### config.mk
export PLATFORM = sky130hd
export DESIGN_NAME = dgp_top
export DESIGN_NICKNAME = d
export VERILOG_FILES = /design/src/hw/dgp_top_pin_sel.v /design/src/hw/dgp_top.v
export VERILOG_INCLUDE_DIRS = /design/src /design/src/common
export SDC_FILE = /design/constraint.sdc
export NUM_CORES = 1
export LEC_CHECK = 0
export ABC_AREA = 0
export BUFFER_PORTS_ARGS = -buffer_cell sky130_fd_sc_hd__buf_4
export CORE_UTILIZATION = 50
export DETAILED_ROUTE_END_ITERATION = 10
export GPL_ROUTABILITY_DRIVEN = 0
export PLACE_DENSITY = 0.88
export SLEW_MARGIN = 20
export SYNTH_ARGS = -nofsm -noshare
export SYNTH_HDL_FRONTEND = slang
export SYNTH_SLANG_ARGS = --single-unit
### constraint.sdc
create_clock -name ref_clk_i -period 3.77 [get_ports ref_clk_i]
set_input_delay 0.1885 -clock ref_clk_i [delete_from_list [all_inputs] [get_ports ref_clk_i]]
set_output_delay 0.1885 -clock ref_clk_i [all_outputs]
set_load 0.03 [all_outputs]
### src/common/dgp_defs.vh
// constants of the dual gpio port block: register offsets, field
// positions and reset values.
// assumes a 32-bit axi4-lite register bus with byte addresses.
`ifndef DGP_DEFS_VH
`define DGP_DEFS_VH

// ----------------------------------------------------------------
// register byte offsets
// ----------------------------------------------------------------
`define DGP_ADDR_W 5
`define DGP_OFF_SMALL_DIR 5'h00
`define DGP_OFF_SMALL_DATA 5'h04
`define DGP_OFF_WIDE_DIR 5'h08
`define DGP_OFF_WIDE_DATA 5'h0c
`define DGP_OFF_TIMER_CTRL 5'h10

// ----------------------------------------------------------------
// timer pin control fields
// ----------------------------------------------------------------
`define DGP_TC_DISABLE 0
`define DGP_TC_MODE_LO 1
`define DGP_TC_MODE_HI 2
`define DGP_TC_SEL_A 3
`define DGP_TC_PWM_EN 4
`define DGP_TC_IO_LO 5
`define DGP_TC_IO_HI 8
`define DGP_TC_W 9

// ----------------------------------------------------------------
// reset values and fixed read patterns
// ----------------------------------------------------------------
`define DGP_RST_DIR4 4'h0
`define DGP_RST_DIR8 8'h00
`define DGP_RST_DATA4 4'h0
`define DGP_RST_DATA8 8'h00
`define DGP_RST_TCTL 9'h001
`define DGP_SMALL_PAD 4'hf
`define DGP_RESP_OKAY 2'h0
`define DGP_RESP_SLVERR 2'h2

`endif

### src/hw/dgp_top_pin_sel.v
// decode that decides whether the timer owns the top wide-port pin.
// assumes the timer control fields arrive registered on the same clock.
`default_nettype none

module dgp_top_pin_sel (
  input wire timer_d1_output_disable_i,
  input wire combo_mode_hi_i,
  input wire combo_mode_lo_i,
  input wire select_a_i,
  input wire pwm_d1_enable_i,
  input wire [3:0] d1_io_ctrl_i,
  output reg timer_drive_o
);

  // ----------------------------------------------------------------
  // pin owner decode
  // ----------------------------------------------------------------
  // io codes 101x and 1001 drive; 0xxx, 11xx and 1000 leave gpio
  always @* begin
    timer_drive_o = 1'b0;
    if (timer_d1_output_disable_i) begin
      timer_drive_o = 1'b0;
    end else if (combo_mode_hi_i | combo_mode_lo_i) begin
      timer_drive_o = 1'b1;
    end else if (!select_a_i) begin
      timer_drive_o = 1'b0;
    end else if (pwm_d1_enable_i) begin
      timer_drive_o = 1'b1;
    end else begin
      timer_drive_o = (d1_io_ctrl_i[3:1] == 3'h5) |
                      (d1_io_ctrl_i == 4'h9);
    end
  end

endmodule

`default_nettype wire

### src/hw/dgp_top.v
// dual gpio port: a four-pin small port and an eight-pin wide port
// whose pins are shared with an on-chip timer, reached over axi4-lite.
// assumes pins are asynchronous to ref_clk_i and the timer signals are
// synchronous to it.
//
// The AXI4-Lite register port and the register offsets are this design's own decisions.
`include "dgp_defs.vh"
`default_nettype none

module dgp_top (
  input wire ref_clk_i,
  input wire reset_i,
  // axi4-lite slave
  input wire s_axi_awvalid_i,
  output wire s_axi_awready_o,
  input wire [`DGP_ADDR_W-1:0] s_axi_awaddr_i,
  input wire s_axi_wvalid_i,
  output wire s_axi_wready_o,
  input wire [31:0] s_axi_wdata_i,
  input wire [3:0] s_axi_wstrb_i,
  output wire s_axi_bvalid_o,
  input wire s_axi_bready_i,
  output wire [1:0] s_axi_bresp_o,
  input wire s_axi_arvalid_i,
  output wire s_axi_arready_o,
  input wire [`DGP_ADDR_W-1:0] s_axi_araddr_i,
  output wire s_axi_rvalid_o,
  input wire s_axi_rready_i,
  output wire [31:0] s_axi_rdata_o,
  output wire [1:0] s_axi_rresp_o,
  // small port pins
  input wire [3:0] small_pin_i,
  output wire [3:0] small_pin_o,
  output wire [3:0] small_pin_oe_o,
  // wide port pins
  input wire [7:0] wide_pin_i,
  output wire [7:0] wide_pin_o,
  output wire [7:0] wide_pin_oe_o,
  // timer channel on the top pin
  input wire timer_ch1_d_out_i,
  output wire timer_ch1_d_pin_o,
  // timer claims on the lower wide pins
  input wire [6:0] timer_claim_i,
  input wire [6:0] timer_out_i
);

  // ----------------------------------------------------------------
  // helpers
  // ----------------------------------------------------------------
  // register hit on a word-aligned offset
  function is_off;
    input [`DGP_ADDR_W-1:0] addr;
    input [`DGP_ADDR_W-1:0] off;
    begin
      is_off = (addr[`DGP_ADDR_W-1:2] == off[`DGP_ADDR_W-1:2]);
    end
  endfunction

  // mux of latched bit and pin level by direction
  function [7:0] port_view;
    input [7:0] dir;
    input [7:0] dat;
    input [7:0] pin;
    begin
      port_view = (dir & dat) | (~dir & pin);
    end
  endfunction

  // ----------------------------------------------------------------
  // state
  // ----------------------------------------------------------------
  reg [3:0] small_port_dir_reg_r;
  reg [3:0] small_port_data_reg_r;
  reg [7:0] wide_port_dir_reg_r;
  reg [7:0] wide_port_data_reg_r;
  reg [`DGP_TC_W-1:0] timer_ctrl_r;
  reg [3:0] small_meta_r;
  reg [3:0] small_sync_r;
  reg [7:0] wide_meta_r;
  reg [7:0] wide_sync_r;
  reg aw_have_r;
  reg [`DGP_ADDR_W-1:0] awaddr_r;
  reg awready_r;
  reg w_have_r;
  reg [31:0] wdata_r;
  reg [3:0] wstrb_r;
  reg wready_r;
  reg bvalid_r;
  reg [1:0] bresp_r;
  reg arready_r;
  reg rvalid_r;
  reg [31:0] rdata_r;
  reg [1:0] rresp_r;
  reg [3:0] small_out_r;
  reg [3:0] small_oe_r;
  reg [7:0] wide_out_r;
  reg [7:0] wide_oe_r;
  reg timer_in_r;
  wire top_drive;

  // ----------------------------------------------------------------
  // pin synchronisers
  // ----------------------------------------------------------------
  // two flops before anything reads a pin level
  always @(posedge ref_clk_i or posedge reset_i) begin
    if (reset_i) begin
      small_meta_r <= 4'h0;
      small_sync_r <= 4'h0;
      wide_meta_r <= 8'h00;
      wide_sync_r <= 8'h00;
    end else begin
      small_meta_r <= small_pin_i;
      small_sync_r <= small_meta_r;
      wide_meta_r <= wide_pin_i;
      wide_sync_r <= wide_meta_r;
    end
  end

  // ----------------------------------------------------------------
  // axi write channel
  // ----------------------------------------------------------------
  wire aw_take = s_axi_awvalid_i & awready_r;
  wire w_take = s_axi_wvalid_i & wready_r;
  wire do_wr = aw_have_r & w_have_r & ~bvalid_r;
  wire aw_have_nxt = do_wr ? 1'b0 : (aw_take | aw_have_r);
  wire w_have_nxt = do_wr ? 1'b0 : (w_take | w_have_r);
  wire bvalid_nxt = do_wr | (bvalid_r & ~s_axi_bready_i);
  wire wr_hit = is_off(awaddr_r, `DGP_OFF_SMALL_DIR) |
                is_off(awaddr_r, `DGP_OFF_SMALL_DATA) |
                is_off(awaddr_r, `DGP_OFF_WIDE_DIR) |
                is_off(awaddr_r, `DGP_OFF_WIDE_DATA) |
                is_off(awaddr_r, `DGP_OFF_TIMER_CTRL);

  // address and data are taken in either order; one write in flight
  always @(posedge ref_clk_i or posedge reset_i) begin
    if (reset_i) begin
      aw_have_r <= 1'b0;
      awaddr_r <= {`DGP_ADDR_W{1'b0}};
      awready_r <= 1'b0;
      w_have_r <= 1'b0;
      wdata_r <= 32'h0000_0000;
      wstrb_r <= 4'h0;
      wready_r <= 1'b0;
      bvalid_r <= 1'b0;
      bresp_r <= `DGP_RESP_OKAY;
    end else begin
      aw_have_r <= aw_have_nxt;
      w_have_r <= w_have_nxt;
      bvalid_r <= bvalid_nxt;
      awready_r <= ~aw_have_nxt & ~bvalid_nxt;
      wready_r <= ~w_have_nxt & ~bvalid_nxt;
      if (aw_take) begin
        awaddr_r <= s_axi_awaddr_i;
      end
      if (w_take) begin
        wdata_r <= s_axi_wdata_i;
        wstrb_r <= s_axi_wstrb_i;
      end
      if (do_wr) begin
        bresp_r <= wr_hit ? `DGP_RESP_OKAY : `DGP_RESP_SLVERR;
      end
    end
  end

  // ----------------------------------------------------------------
  // register writes
  // ----------------------------------------------------------------
  // byte lane 0 carries every port field; lane 1 the top io code bit
  always @(posedge ref_clk_i or posedge reset_i) begin
    if (reset_i) begin
      small_port_dir_reg_r <= `DGP_RST_DIR4;
      small_port_data_reg_r <= `DGP_RST_DATA4;
      wide_port_dir_reg_r <= `DGP_RST_DIR8;
      wide_port_data_reg_r <= `DGP_RST_DATA8;
      timer_ctrl_r <= `DGP_RST_TCTL;
    end else if (do_wr) begin
      if (wstrb_r[0] && is_off(awaddr_r, `DGP_OFF_SMALL_DIR)) begin
        small_port_dir_reg_r <= wdata_r[3:0];
      end
      if (wstrb_r[0] && is_off(awaddr_r, `DGP_OFF_SMALL_DATA)) begin
        small_port_data_reg_r <= wdata_r[3:0];
      end
      if (wstrb_r[0] && is_off(awaddr_r, `DGP_OFF_WIDE_DIR)) begin
        wide_port_dir_reg_r <= wdata_r[7:0];
      end
      if (wstrb_r[0] && is_off(awaddr_r, `DGP_OFF_WIDE_DATA)) begin
        wide_port_data_reg_r <= wdata_r[7:0];
      end
      if (is_off(awaddr_r, `DGP_OFF_TIMER_CTRL)) begin
        if (wstrb_r[0]) begin
          timer_ctrl_r[7:0] <= wdata_r[7:0];
        end
        if (wstrb_r[1]) begin
          timer_ctrl_r[8] <= wdata_r[8];
        end
      end
    end
  end

  // ----------------------------------------------------------------
  // axi read channel
  // ----------------------------------------------------------------
  wire ar_take = s_axi_arvalid_i & arready_r;
  wire rvalid_nxt = ar_take | (rvalid_r & ~s_axi_rready_i);
  reg [31:0] rd_word;
  reg rd_hit;
  // small port view widened to the helper's byte, only the low nibble used
  wire [7:0] small_view = port_view({4'h0, small_port_dir_reg_r},
                                    {4'h0, small_port_data_reg_r},
                                    {4'h0, small_sync_r});

  // direction registers are write-only and read back as zero
  always @* begin
    rd_word = 32'h0000_0000;
    rd_hit = 1'b1;
    if (is_off(s_axi_araddr_i, `DGP_OFF_SMALL_DATA)) begin
      rd_word[7:4] = `DGP_SMALL_PAD;
      rd_word[3:0] = small_view[3:0];
    end else if (is_off(s_axi_araddr_i, `DGP_OFF_WIDE_DATA)) begin
      rd_word[7:0] = port_view(wide_port_dir_reg_r,
                               wide_port_data_reg_r,
                               wide_sync_r);
    end else if (is_off(s_axi_araddr_i, `DGP_OFF_TIMER_CTRL)) begin
      rd_word[`DGP_TC_W-1:0] = timer_ctrl_r;
    end else if (is_off(s_axi_araddr_i, `DGP_OFF_SMALL_DIR) ||
                 is_off(s_axi_araddr_i, `DGP_OFF_WIDE_DIR)) begin
      rd_word = 32'h0000_0000;
    end else begin
      rd_hit = 1'b0;
    end
  end

  // one read in flight; data captured at the address handshake
  always @(posedge ref_clk_i or posedge reset_i) begin
    if (reset_i) begin
      arready_r <= 1'b0;
      rvalid_r <= 1'b0;
      rdata_r <= 32'h0000_0000;
      rresp_r <= `DGP_RESP_OKAY;
    end else begin
      rvalid_r <= rvalid_nxt;
      arready_r <= ~rvalid_nxt;
      if (ar_take) begin
        rdata_r <= rd_word;
        rresp_r <= rd_hit ? `DGP_RESP_OKAY : `DGP_RESP_SLVERR;
      end
    end
  end

  // ----------------------------------------------------------------
  // top pin owner decode
  // ----------------------------------------------------------------
  dgp_top_pin_sel u_sel (
    .timer_d1_output_disable_i(timer_ctrl_r[`DGP_TC_DISABLE]),
    .combo_mode_hi_i(timer_ctrl_r[`DGP_TC_MODE_HI]),
    .combo_mode_lo_i(timer_ctrl_r[`DGP_TC_MODE_LO]),
    .select_a_i(timer_ctrl_r[`DGP_TC_SEL_A]),
    .pwm_d1_enable_i(timer_ctrl_r[`DGP_TC_PWM_EN]),
    .d1_io_ctrl_i(timer_ctrl_r[`DGP_TC_IO_HI:`DGP_TC_IO_LO]),
    .timer_drive_o(top_drive)
  );

  // ----------------------------------------------------------------
  // pin drivers
  // ----------------------------------------------------------------
  // registered so every pin output comes from a flop; one cycle of
  // lag after a register write is the price
  always @(posedge ref_clk_i or posedge reset_i) begin
    if (reset_i) begin
      small_out_r <= 4'h0;
      small_oe_r <= 4'h0;
      wide_out_r <= 8'h00;
      wide_oe_r <= 8'h00;
      timer_in_r <= 1'b0;
    end else begin
      small_oe_r <= small_port_dir_reg_r;
      small_out_r <= small_port_data_reg_r;
      // timer claim wins over gpio settings on the lower pins
      wide_oe_r[6:0] <= timer_claim_i | wide_port_dir_reg_r[6:0];
      wide_out_r[6:0] <= (timer_claim_i & timer_out_i) |
                         (~timer_claim_i & wide_port_data_reg_r[6:0]);
      if (top_drive) begin
        wide_oe_r[7] <= 1'b1;
        wide_out_r[7] <= timer_ch1_d_out_i;
        timer_in_r <= 1'b0;
      end else begin
        wide_oe_r[7] <= wide_port_dir_reg_r[7];
        wide_out_r[7] <= wide_port_data_reg_r[7];
        // an input gpio top pin also feeds the timer channel
        timer_in_r <= ~wide_port_dir_reg_r[7] & wide_sync_r[7];
      end
    end
  end

  // ----------------------------------------------------------------
  // outputs
  // ----------------------------------------------------------------
  assign s_axi_awready_o = awready_r;
  assign s_axi_wready_o = wready_r;
  assign s_axi_bvalid_o = bvalid_r;
  assign s_axi_bresp_o = bresp_r;
  assign s_axi_arready_o = arready_r;
  assign s_axi_rvalid_o = rvalid_r;
  assign s_axi_rdata_o = rdata_r;
  assign s_axi_rresp_o = rresp_r;
  assign small_pin_o = small_out_r;
  assign small_pin_oe_o = small_oe_r;
  assign wide_pin_o = wide_out_r;
  assign wide_pin_oe_o = wide_oe_r;
  assign timer_ch1_d_pin_o = timer_in_r;

endmodule

`default_nettype wire

Word-level counts from Yosys, hierarchy flattened:

Index checks and enable logic that the tools add are counted.

* register bits: 141
* input port bits: 80

* eq/ne operators: 10
* multiplexer cells: 20
* bitwise operators: 41
* reductions and logical operators: 13

Operators by type and width (count)
* 2-to-1 mux 24 bit: 1
* AND 8 bit: 2
* 2-to-1 mux 8 bit: 2
* AND 7 bit: 2
* 2-to-1 mux 1 bit: 14
* OR 7 bit: 2
* == test 3 x 2 -> 1 bit (second input constant): 4
* AND 1 bit: 10
* OR 1 bit: 10
* == test 3 bit (second input constant): 3
* 2-to-1 mux 9 bit: 1
* AND 4 bit: 2
* inverter 1 bit: 8
* inverter 8 bit: 1
* OR 8 bit: 1
* AND reduction 2 bit: 4
* inverter 7 bit: 1
* == test 3 x 1 -> 1 bit (second input constant): 2
* logical NOT 3 bit: 2
* AND reduction 3 bit: 2
* == test 4 bit (second input constant): 1
* logical AND 1 bit: 4
* 2-to-1 mux 2 bit: 2
* inverter 4 bit: 1
* 2 further kinds: 2

Depth between registers and ports, before layout:

Gate-level depths: netlist of run 1.

* depth after elaboration: 7
* gate-level depth with buffers: 5
* depth with buffers taken out: 4

Modules after synthesis:

A second synthesis of run 1 with hierarchy kept.

* cell total of the unflattened synthesis: 301
* area, all modules: 4386.7 µm²

Modules (own cells, without submodules)
* dgp_top: instances 1, cells each 296, area each 4347.9 µm², sequential area each 2854.0 µm²
* dgp_top_pin_sel: instances 1, cells each 5, area each 38.8 µm², sequential area each 0.0 µm²

Worst setup path after synthesis of run 1:

No wires, ideal clock.

* path kind: register to register
* start point: register bvalid_r (netlist: s_axi_bvalid_o)
* end point: register small_port_data_reg_r[0]
* library setup time: 0.125 ns
* data arrival time: 1.399 ns
* data required time: 3.645 ns
* setup slack: 2.246 ns
* cell stages (with the launch flop): 5
* buffers on the path: 0
* clock period less this slack: 1.524 ns
* cells stage by stage: dfrtp_1 and4b_1 nand2_1 nor2_2 mux2_2

* word-level cells in the longest chain between the ends: 3

RTL lines
* start, declared: line dgp_top.v:88 `reg bvalid_r;`
* start signal, assigned: line dgp_top.v:149 `bvalid_r <= bvalid_nxt;`
* inverter 1 bit: line dgp_top.v:124 `wire do_wr = aw_have_r & w_have_r & ~bvalid_r;`
* AND 1 bit: line dgp_top.v:124
* AND reduction 2 bit (no line)
* end signal, assigned: line dgp_top.v:172 `` small_port_data_reg_r <= `DGP_RST_DATA4; ``
* end signal, assigned: line dgp_top.v:181 `small_port_data_reg_r <= wdata_r[3:0];`
* end, declared: line dgp_top.v:73 `reg [3:0] small_port_data_reg_r;`

Every way passes these cells.
A chain may end at the register's enable or synchronous reset.

Final worst setup path of run 1:

* start point: register w_have_r
* end point: register wide_port_dir_reg_r[6]

* word-level cells in the longest chain between the ends: 3

RTL lines
* start, declared: line dgp_top.v:84 `reg w_have_r;`
* start signal, assigned: line dgp_top.v:148 `w_have_r <= w_have_nxt;`
* AND 1 bit (2 in a row): line dgp_top.v:124
* AND reduction 2 bit (no line)
* end signal, assigned: line dgp_top.v:173 `` wide_port_dir_reg_r <= `DGP_RST_DIR8; ``
* end signal, assigned: line dgp_top.v:184 `wide_port_dir_reg_r <= wdata_r[7:0];`
* end, declared: line dgp_top.v:74 `reg [7:0] wide_port_dir_reg_r;`

Every way passes these cells.

==> results of run 1 <==
## area by class of cell
type | instances | area, sq um | area share (%)
Inverter | 4 | 17.5 | 0.289
Multi-Input combinational cell | 178 | 1320 | 21.7
Tap cell | 105 | 131 | 2.17
Sequential cell | 114 | 2850 | 47.1
Clock buffer | 21 | 459 | 7.58
Timing Repair Buffer | 140 | 1170 | 19.3
Clock inverter | 10 | 109 | 1.80
## stage by stage
step | util, % | instance area [sq um]
2_1_floorplan | - | 4400
3_3_place_gp | 60.4 | 5010
3_5_place_dp | 60.4 | 5010
4_1_cts | 73.0 | 6060
5_1_grt | 73.0 | 6060
6_report | 73.0 | 6060
## critical path, stage by stage, from the launching register on
cell and delay (ps):
sky130_fd_sc_hd__dfrtp_1 380, sky130_fd_sc_hd__nand2_1 100, sky130_fd_sc_hd__nor2_4 200, sky130_fd_sc_hd__and4b_1 610, sky130_fd_sc_hd__mux2_2 410
## Yosys cell counts
library cell and count:
sky130_fd_sc_hd__nor2_2 1, sky130_fd_sc_hd__mux2_2 59, sky130_fd_sc_hd__nor2b_1 3, sky130_fd_sc_hd__nand4_2 1, sky130_fd_sc_hd__o21ai_0 12, sky130_fd_sc_hd__nand4_1 1
sky130_fd_sc_hd__nor2_1 9, sky130_fd_sc_hd__dfstp_2 1, sky130_fd_sc_hd__and4b_1 2, sky130_fd_sc_hd__nand3_1 2, sky130_fd_sc_hd__nor3b_2 1, sky130_fd_sc_hd__nand2_1 12
sky130_fd_sc_hd__clkbuf_1 2, sky130_fd_sc_hd__or2b_1 1, sky130_fd_sc_hd__nand3b_1 1, sky130_fd_sc_hd__nor3b_1 1, sky130_fd_sc_hd__conb_1 1, sky130_fd_sc_hd__buf_2 2
sky130_fd_sc_hd__inv_1 4, sky130_fd_sc_hd__buf_4 25, sky130_fd_sc_hd__or2_2 9, sky130_fd_sc_hd__o41ai_1 1, sky130_fd_sc_hd__nor3_1 1, sky130_fd_sc_hd__nor2_4 1
sky130_fd_sc_hd__nor2b_2 1, sky130_fd_sc_hd__and3b_1 1, sky130_fd_sc_hd__and2_1 1, sky130_fd_sc_hd__a21oi_1 22, sky130_fd_sc_hd__buf_6 1, sky130_fd_sc_hd__nand2b_1 1
sky130_fd_sc_hd__dfrtp_1 113, sky130_fd_sc_hd__mux2i_1 8, sky130_fd_sc_hd__nand3_2 1
## report_power, final
part           total [mW]  switching [mW]  leakage [nW]  internal, mW
Sequential           1.88           0.278          1.41          1.60
Combinational        1.18           0.622          1.24         0.560
Clock                1.51           0.531         0.279         0.982
Total                4.57            1.43          2.93          3.14
## final timing paths
check                                     startpoint                                  to  slack (ps)  depth (start not counted)
setup / recovery                  w_have_r$_DFF_PP0_  wide_port_dir_reg_r[6]$_DFFE_PP0P_        1940                          4
hold / removal                     s_axi_araddr_i[2]        s_axi_rresp_o[1]$_DFFE_PP0P_          40                          3
setup reg to reg                  w_have_r$_DFF_PP0_  wide_port_dir_reg_r[6]$_DFFE_PP0P_        1940                          4
hold reg to reg            small_meta_r[0]$_DFF_PP0_           small_sync_r[0]$_DFF_PP0_         350                          0
max in group asynchronous                    reset_i  wide_port_dir_reg_r[3]$_DFFE_PP0P_        2290                          4
min in group asynchronous                    reset_i             awaddr_r[3]$_DFFE_PP0P_         420                          3
## metal layers
layer	wire, microns	share of wire, %	vias to the layer above
met1	3890	42	1426
met3	501	5.4	21
met4	240	2.6	0
met5	0	0	-
met2	4710	50	106
li1	-	-	1297
## flip-flops by register name (all words and copies together), names as in the netlist, 8 cells and up
register / cells
wide_pin_o: 8
wide_port_data_reg_r: 8
wide_pin_oe_o: 8
s_axi_rdata_o: 9
timer_ctrl_r: 9
wide_port_dir_reg_r: 8
wide_meta_r: 8
wide_sync_r: 8
wdata_r: 9
## cell families after synthesis
logic type / count (synthesis)
flip-flops: 114
AO/OA/AOI/OAI: 35
multiplexers: 67
buffers and inverters: 34
other: 1
AND/OR/NAND/NOR: 51
## repair_timing
item | 4_1_cts | 5_1_grt
endpoints found under the hold margin | 118 | 0
hold buffers | 48 | 0
setup endpoints to repair | 0 | 0
==> metrics.txt, run 1 <==
# TYPE chip_impl_metric gauge
chip_impl_info{name="run_status",value="completed"} 1
chip_impl_info{name="synth_area_leaders",value="sky130_fd_sc_hd__dfrtp_1 66%, sky130_fd_sc_hd__mux2_2 15%, sky130_fd_sc_hd__buf_4 4.4%"} 1
chip_impl_info{name="startpoint_type",value="flop"} 1
chip_impl_metric{name="leakage_power_of_the_design",unit="nW"} 2.93
chip_impl_metric{name="route.vias.total",unit=""} 2850
chip_impl_metric{name="insertedDiodeCount",unit=""} 0
chip_impl_metric{name="drc",unit=""} 0
chip_impl_metric{name="report.final.slew_viol_count",unit=""} 0
chip_impl_metric{name="hpwl",unit="microns"} 5790
chip_impl_metric{name="rows",unit=""} 33
chip_impl_metric{name="path_max_fanout",unit=""} 9
chip_impl_metric{name="holdWs",unit="ps"} 36.6
chip_impl_metric{name="drt_via_density",unit=""} 4.98
chip_impl_info{name="layout.cells.most_common_list",value="113 x sky130_fd_sc_hd__dfrtp_1, 92 x sky130_fd_sc_hd__buf_4, 59 x sky130_fd_sc_hd__mux2_2"} 1
chip_impl_info{name="rsz_0062_raised_after_global_routing",value="false"} 1
chip_impl_metric{name="starting_utilization_of_the_core_area",unit="%"} 52.0
chip_impl_metric{name="finClkSkew",unit="ps"} 9.08
chip_impl_info{name="worst_hold_path_type",value="in -> reg"} 1
chip_impl_metric{name="wire_per_inst",unit="microns"} 16.3
chip_impl_metric{name="final_cell_count_no_fill",unit=""} 572
chip_impl_metric{name="netlist_area_pre_place",unit="sq mm"} 0.00431
chip_impl_metric{name="grt_util_all_layers",unit="%"} 22.9
chip_impl_metric{name="synth_top_area_share",unit="%"} 65.6
chip_impl_metric{name="ioPinCount",unit=""} 146
chip_impl_info{name="dominant_combinational_cell_family_by_area_after_synthesis",value="multiplexers"} 1
chip_impl_info{name="synth_largest_area_cell",value="sky130_fd_sc_hd__dfrtp_1"} 1
chip_impl_metric{name="fmax",unit="MHz"} 547
chip_impl_metric{name="die_width",unit="microns"} 94.9
chip_impl_metric{name="post_cts.resized_instances",unit=""} 0
chip_impl_metric{name="ir_drop",unit="mV"} 0.449
chip_impl_metric{name="grt_use_met1",unit="%"} 26.4
chip_impl_metric{name="dpl_worst_slack",unit="ps"} 1970
chip_impl_metric{name="cts_made_buffers",unit=""} 17
chip_impl_info{name="grt_most_used_layer",value="met2"} 1
chip_impl_metric{name="yosys-mux-area-fraction",unit="%"} 17.3
chip_impl_info{name="type_of_element_capturing_the_critical_path",value="flop"} 1
chip_impl_info{name="path_class",value="reg -> reg"} 1
chip_impl_metric{name="max-cap-violations",unit=""} 0
chip_impl_metric{name="worst_skew_pair.late_latency",unit="ps"} 510
chip_impl_info{name="cts_tree",value="built"} 1
chip_impl_metric{name="cts.repair_timing.setup_buffer_count",unit=""} 0
chip_impl_metric{name="globalRouteOverflowTotal",unit=""} 0
chip_impl_metric{name="synth_area_per_cell",unit="sq um"} 14.3
chip_impl_metric{name="firstDrtPassIters",unit=""} 5
chip_impl_metric{name="post-route-min-period",unit="ps"} 1830
chip_impl_metric{name="drt.antenna.violating_nets",unit=""} 0
chip_impl_metric{name="nNetsFinal",unit=""} 535
chip_impl_metric{name="clk_path_buf_depth",unit=""} 2
chip_impl_metric{name="synth-warning-count",unit=""} 0
chip_impl_metric{name="global_route_wire_length_before_repair",unit="microns"} 14700
chip_impl_metric{name="design.die.area",unit="sq mm"} 0.00900
chip_impl_metric{name="synth-xor-area-share",unit="%"} 0
chip_impl_metric{name="die_y",unit="microns"} 94.9
chip_impl_metric{name="fraction_of_met3_tracks_used_by_global_routing",unit="%"} 8.37
chip_impl_metric{name="detail_route.wirelength",unit="microns"} 9340
chip_impl_metric{name="syn_inst_count",unit=""} 302
chip_impl_metric{name="grt_antenna_before_repair",unit=""} 0
chip_impl_info{name="cts_root_buffer",value="sky130_fd_sc_hd__clkbuf_8"} 1
chip_impl_metric{name="use_met2",unit="%"} 37.8
chip_impl_metric{name="synth-compound-area-share",unit="%"} 4.15
chip_impl_metric{name="synth_seq_area_share",unit="%"} 66.2
chip_impl_metric{name="worst_pin_slew",unit="ps"} 874
chip_impl_metric{name="power_per_cell_area",unit="mW/mm^2"} 755
chip_impl_metric{name="cts.reportedPaths.clkPinSlew",unit="ps"} 50
chip_impl_metric{name="maximum_number_of_pins_on_one_net_before_global_route_repair",unit=""} 73
chip_impl_metric{name="synth.ff_latch_count",unit=""} 114
chip_impl_metric{name="filler_cell_count",unit=""} 512
chip_impl_metric{name="io_buffers",unit=""} 91
chip_impl_metric{name="finalHoldViolCount",unit=""} 0
chip_impl_metric{name="place_inst",unit=""} 493
chip_impl_metric{name="report.power.total",unit="mW"} 4.57
chip_impl_metric{name="floorplan.core_area",unit="sq mm"} 0.00830
chip_impl_metric{name="cp_data_arrival_time",unit="ps"} 2220
chip_impl_info{name="layout_commonest_cell",value="sky130_fd_sc_hd__dfrtp_1"} 1
chip_impl_metric{name="first_global_vias",unit=""} 2991
chip_impl_metric{name="slew_headroom",unit="%"} 41.7
chip_impl_metric{name="layout-drive-gt1-share",unit="%"} 42.4
chip_impl_metric{name="final.period_utilization",unit="%"} 48.5
chip_impl_metric{name="post_synth_fa_ha_maj_area_fraction",unit="%"} 0
chip_impl_metric{name="finalWorstSetupSlack",unit="ps"} 1940
chip_impl_metric{name="cts_num_sinks",unit=""} 114
chip_impl_metric{name="yosysUniqueCellTypes",unit=""} 33
chip_impl_metric{name="synthToLayoutAreaGrowth",unit="%"} 40.5
chip_impl_metric{name="tns",unit="ps"} 0
chip_impl_metric{name="cts.htree.levels",unit=""} 4
chip_impl_metric{name="synth_simple_gate_area_share",unit="%"} 6.96
chip_impl_metric{name="timing.critical_path.required",unit="ps"} 4160
chip_impl_metric{name="report.final.setup_viol",unit=""} 0
chip_impl_metric{name="dr.first_iter.drc_count",unit=""} 86
Note: power is estimated with default switching activity, not from simulation.
==> run 2: changes to the inputs <==
==> constraint.sdc (replaced) <==
create_clock -name ref_clk_i -period 1.8 [get_ports ref_clk_i]
set_input_delay 0.09 -clock ref_clk_i [delete_from_list [all_inputs] [get_ports ref_clk_i]]
set_output_delay 0.09 -clock ref_clk_i [all_outputs]
set_load 0.03 [all_outputs]
==> run 2 against run 1 <==
Compared with the run above:
- power is 120% higher
- first-iteration DRC count rose by 23%
- sequential share of layout area shrank 1.5 points
- wire length is 0.91% higher
- combinational power up 120%
- setup slack lost 1700 ps
- largest cell class unchanged
- largest power group unchanged
==> metrics.txt, run 2 (synthesis gave the netlist of run 1 again) <==
# TYPE chip_impl_metric gauge
chip_impl_info{name="run_status",value="completed"} 1
chip_impl_metric{name="die_width",unit="microns"} 94.9
chip_impl_info{name="critPathTopFamily",value="simple AND/OR/NAND/NOR gates"} 1
chip_impl_metric{name="drt_via_density",unit=""} 4.93
chip_impl_metric{name="worst_pin_slew",unit="ps"} 588
chip_impl_metric{name="insertedDiodeCount",unit=""} 0
chip_impl_metric{name="report.power.total",unit="mW"} 10.1
chip_impl_metric{name="finalHoldViolCount",unit=""} 0
chip_impl_metric{name="leakage_power_of_the_design",unit="nW"} 3.01
chip_impl_info{name="path_class",value="reg -> reg"} 1
chip_impl_metric{name="cts_made_buffers",unit=""} 17
chip_impl_metric{name="tns",unit="ps"} 0
chip_impl_metric{name="report.final.setup_viol",unit=""} 0
chip_impl_metric{name="die_y",unit="microns"} 94.9
chip_impl_metric{name="fmax",unit="MHz"} 635
chip_impl_metric{name="wire_per_inst",unit="microns"} 16.2
chip_impl_info{name="timing.critical_path.cells",value="and4b_1 > nand2_1 > nor2_2 > mux2_2"} 1
chip_impl_metric{name="rows",unit=""} 33
chip_impl_metric{name="grt_util_all_layers",unit="%"} 22.9
chip_impl_info{name="hold_path_sink",value="s_axi_rdata_o[5]$_DFFE_PP0P_"} 1
chip_impl_metric{name="grt_antenna_before_repair",unit=""} 0
chip_impl_info{name="worst_hold_path_type",value="in -> reg"} 1
chip_impl_metric{name="layout-drive-gt1-share",unit="%"} 43.1
chip_impl_metric{name="holdWs",unit="ps"} 61.0
chip_impl_metric{name="timing.critical_path.required",unit="ps"} 2180
chip_impl_info{name="hp-start",value="s_axi_araddr_i[3]"} 1
chip_impl_info{name="layout.cells.most_common_list",value="113 x sky130_fd_sc_hd__dfrtp_1, 96 x sky130_fd_sc_hd__buf_4, 59 x sky130_fd_sc_hd__mux2_2"} 1
chip_impl_info{name="cts_tree",value="built"} 1
chip_impl_metric{name="timing.reg2reg.setup_slack",unit="ps"} 230
chip_impl_metric{name="dr.first_iter.drc_count",unit=""} 106
chip_impl_metric{name="detail_route.wirelength",unit="microns"} 9430
chip_impl_metric{name="cp_data_arrival_time",unit="ps"} 1960
chip_impl_metric{name="route.vias.total",unit=""} 2876
chip_impl_metric{name="worst_skew_pair.late_latency",unit="ps"} 500
chip_impl_metric{name="hpwl",unit="microns"} 5820
chip_impl_metric{name="floorplan.core_area",unit="sq mm"} 0.00830
chip_impl_metric{name="drt.antenna.violating_nets",unit=""} 0
chip_impl_metric{name="path_max_fanout",unit=""} 4
chip_impl_metric{name="firstDrtPassIters",unit=""} 4
chip_impl_info{name="startpoint_type",value="flop"} 1
chip_impl_metric{name="design.die.area",unit="sq mm"} 0.00900
chip_impl_metric{name="cts.reportedPaths.clkPinSlew",unit="ps"} 60
chip_impl_metric{name="dpl_worst_slack",unit="ps"} 264
chip_impl_metric{name="global_route_wire_length_before_repair",unit="microns"} 14800
chip_impl_info{name="type_of_element_capturing_the_critical_path",value="flop"} 1
chip_impl_metric{name="filler_cell_count",unit=""} 490
chip_impl_metric{name="finClkSkew",unit="ps"} 6.16
chip_impl_metric{name="post-route-min-period",unit="ps"} 1570
chip_impl_info{name="r2r_start",value="s_axi_bvalid_o$_DFF_PP0_"} 1
chip_impl_metric{name="slew_headroom",unit="%"} 60.7
chip_impl_metric{name="max-cap-violations",unit=""} 0
chip_impl_metric{name="finalWorstSetupSlack",unit="ps"} 226
chip_impl_metric{name="clk_path_buf_depth",unit=""} 2
chip_impl_metric{name="crit_path_max_incr_delay",unit="ps"} 430
chip_impl_info{name="terminus_of_the_critical_flop_to_flop_path",value="small_port_data_reg_r[2]$_DFFE_PP0P_"} 1
chip_impl_info{name="rsz_0062_raised_after_global_routing",value="false"} 1
chip_impl_metric{name="first_global_vias",unit=""} 2983
chip_impl_metric{name="nNetsFinal",unit=""} 545
chip_impl_metric{name="timing.hold.worst_path_depth",unit=""} 4
chip_impl_metric{name="ioPinCount",unit=""} 146
chip_impl_metric{name="drc",unit=""} 0
chip_impl_metric{name="starting_utilization_of_the_core_area",unit="%"} 52.0
chip_impl_metric{name="globalRouteOverflowTotal",unit=""} 0
chip_impl_metric{name="cts_num_sinks",unit=""} 114
chip_impl_info{name="cts_root_buffer",value="sky130_fd_sc_hd__clkbuf_8"} 1
chip_impl_metric{name="final.period_utilization",unit="%"} 87.4
chip_impl_metric{name="post_cts.resized_instances",unit=""} 0
chip_impl_metric{name="worst-r2r-cell-count",unit=""} 4
chip_impl_info{name="layout_commonest_cell",value="sky130_fd_sc_hd__dfrtp_1"} 1
chip_impl_metric{name="power_per_cell_area",unit="mW/mm^2"} 1610
chip_impl_metric{name="io_buffers",unit=""} 91
chip_impl_metric{name="cts.htree.levels",unit=""} 4
chip_impl_metric{name="cp.buffers_inverters",unit=""} 0
chip_impl_metric{name="maximum_number_of_pins_on_one_net_before_global_route_repair",unit=""} 52
chip_impl_metric{name="ir_drop",unit="mV"} 1.14
chip_impl_metric{name="report.final.slew_viol_count",unit=""} 0
chip_impl_info{name="timing.critical_path.slowest_stage_cell",value="sky130_fd_sc_hd__dfrtp_1"} 1
chip_impl_metric{name="synthToLayoutAreaGrowth",unit="%"} 45.0
==> run 2: changes by cell type in the layout (fill, tap and decap cells not counted), sizes merged <==
cell	delta
buf	+6
bufinv	+3
clkbuf	-2
clkinv	-2
clkinvlp	+3
dlygate4sd3	+4
inv	-1
==> run 2: what timing repair did <==
action	4_1_cts	5_1_grt
hold buffers	52	0
setup buffers	0	0
hold endpoints to repair	73	0
==> run 2: cell type report <==
| class | instances | area (sq um) | area share (%) |
|---|---|---|---|
| Clock inverter | 13 | 208 | 3.32 |
| Clock buffer | 19 | 442 | 7.06 |
| Timing Repair Buffer | 150 | 1280 | 20.5 |
| Inverter | 4 | 18.8 | 0.300 |
| Tap cell | 105 | 131 | 2.10 |
| Sequential cell | 114 | 2850 | 45.6 |
| Multi-Input combinational cell | 178 | 1320 | 21.1 |
==> run 2: per-stage QoR <==
stage          instance area [sq um]  util (%)  instances
6_report                        6250      75.3        583
5_1_grt                         6250      75.3        583
4_1_cts                         6250      75.3        583
3_5_place_dp                    5080      61.2        499
3_3_place_gp                    5080      61.2        499
2_1_floorplan                   4410         -        326
==> run 2: worst register-to-register path: cells and delay by family (launching register included) <==
kind | cells | cell delay (ps)
and+or+nand+nor | 3 | 640
DFF | 1 | 430
muxes | 1 | 380
==> run 2: how the worst max path moves through the flow <==
stage                                  start                                   end  cells after the start
floorplan           s_axi_bvalid_o$_DFF_PP0_  small_port_data_reg_r[0]$_DFFE_PP0P_                      4
global placement    s_axi_bvalid_o$_DFF_PP0_  small_port_data_reg_r[2]$_DFFE_PP0P_                      4
detailed placement  s_axi_bvalid_o$_DFF_PP0_  small_port_data_reg_r[2]$_DFFE_PP0P_                      4
CTS                 s_axi_bvalid_o$_DFF_PP0_  small_port_data_reg_r[2]$_DFFE_PP0P_                      4
global route         awaddr_r[3]$_DFFE_PP0P_           timer_ctrl_r[1]$_DFFE_PP0P_                      3
finish              s_axi_bvalid_o$_DFF_PP0_  small_port_data_reg_r[2]$_DFFE_PP0P_                      4
==> run 2: layer usage <==
| layer | vias up | wire [microns] | track usage, % |
|---|---|---|---|
| li1 | 1322 | - | - |
| met1 | 1444 | 3860 | 26.7 |
| met2 | 99 | 4960 | 39.0 |
| met3 | 11 | 511 | 7.49 |
| met4 | 0 | 99 | 9.09 |
| met5 | - | 0 | 0 |
==> run 2: power breakdown <==
group	switching [mW]	leakage, nW	internal (mW)
Sequential	0.579	1.41	3.35
Combinational	1.31	1.29	1.24
Clock	1.14	0.306	2.46
Total	3.04	3.01	7.05
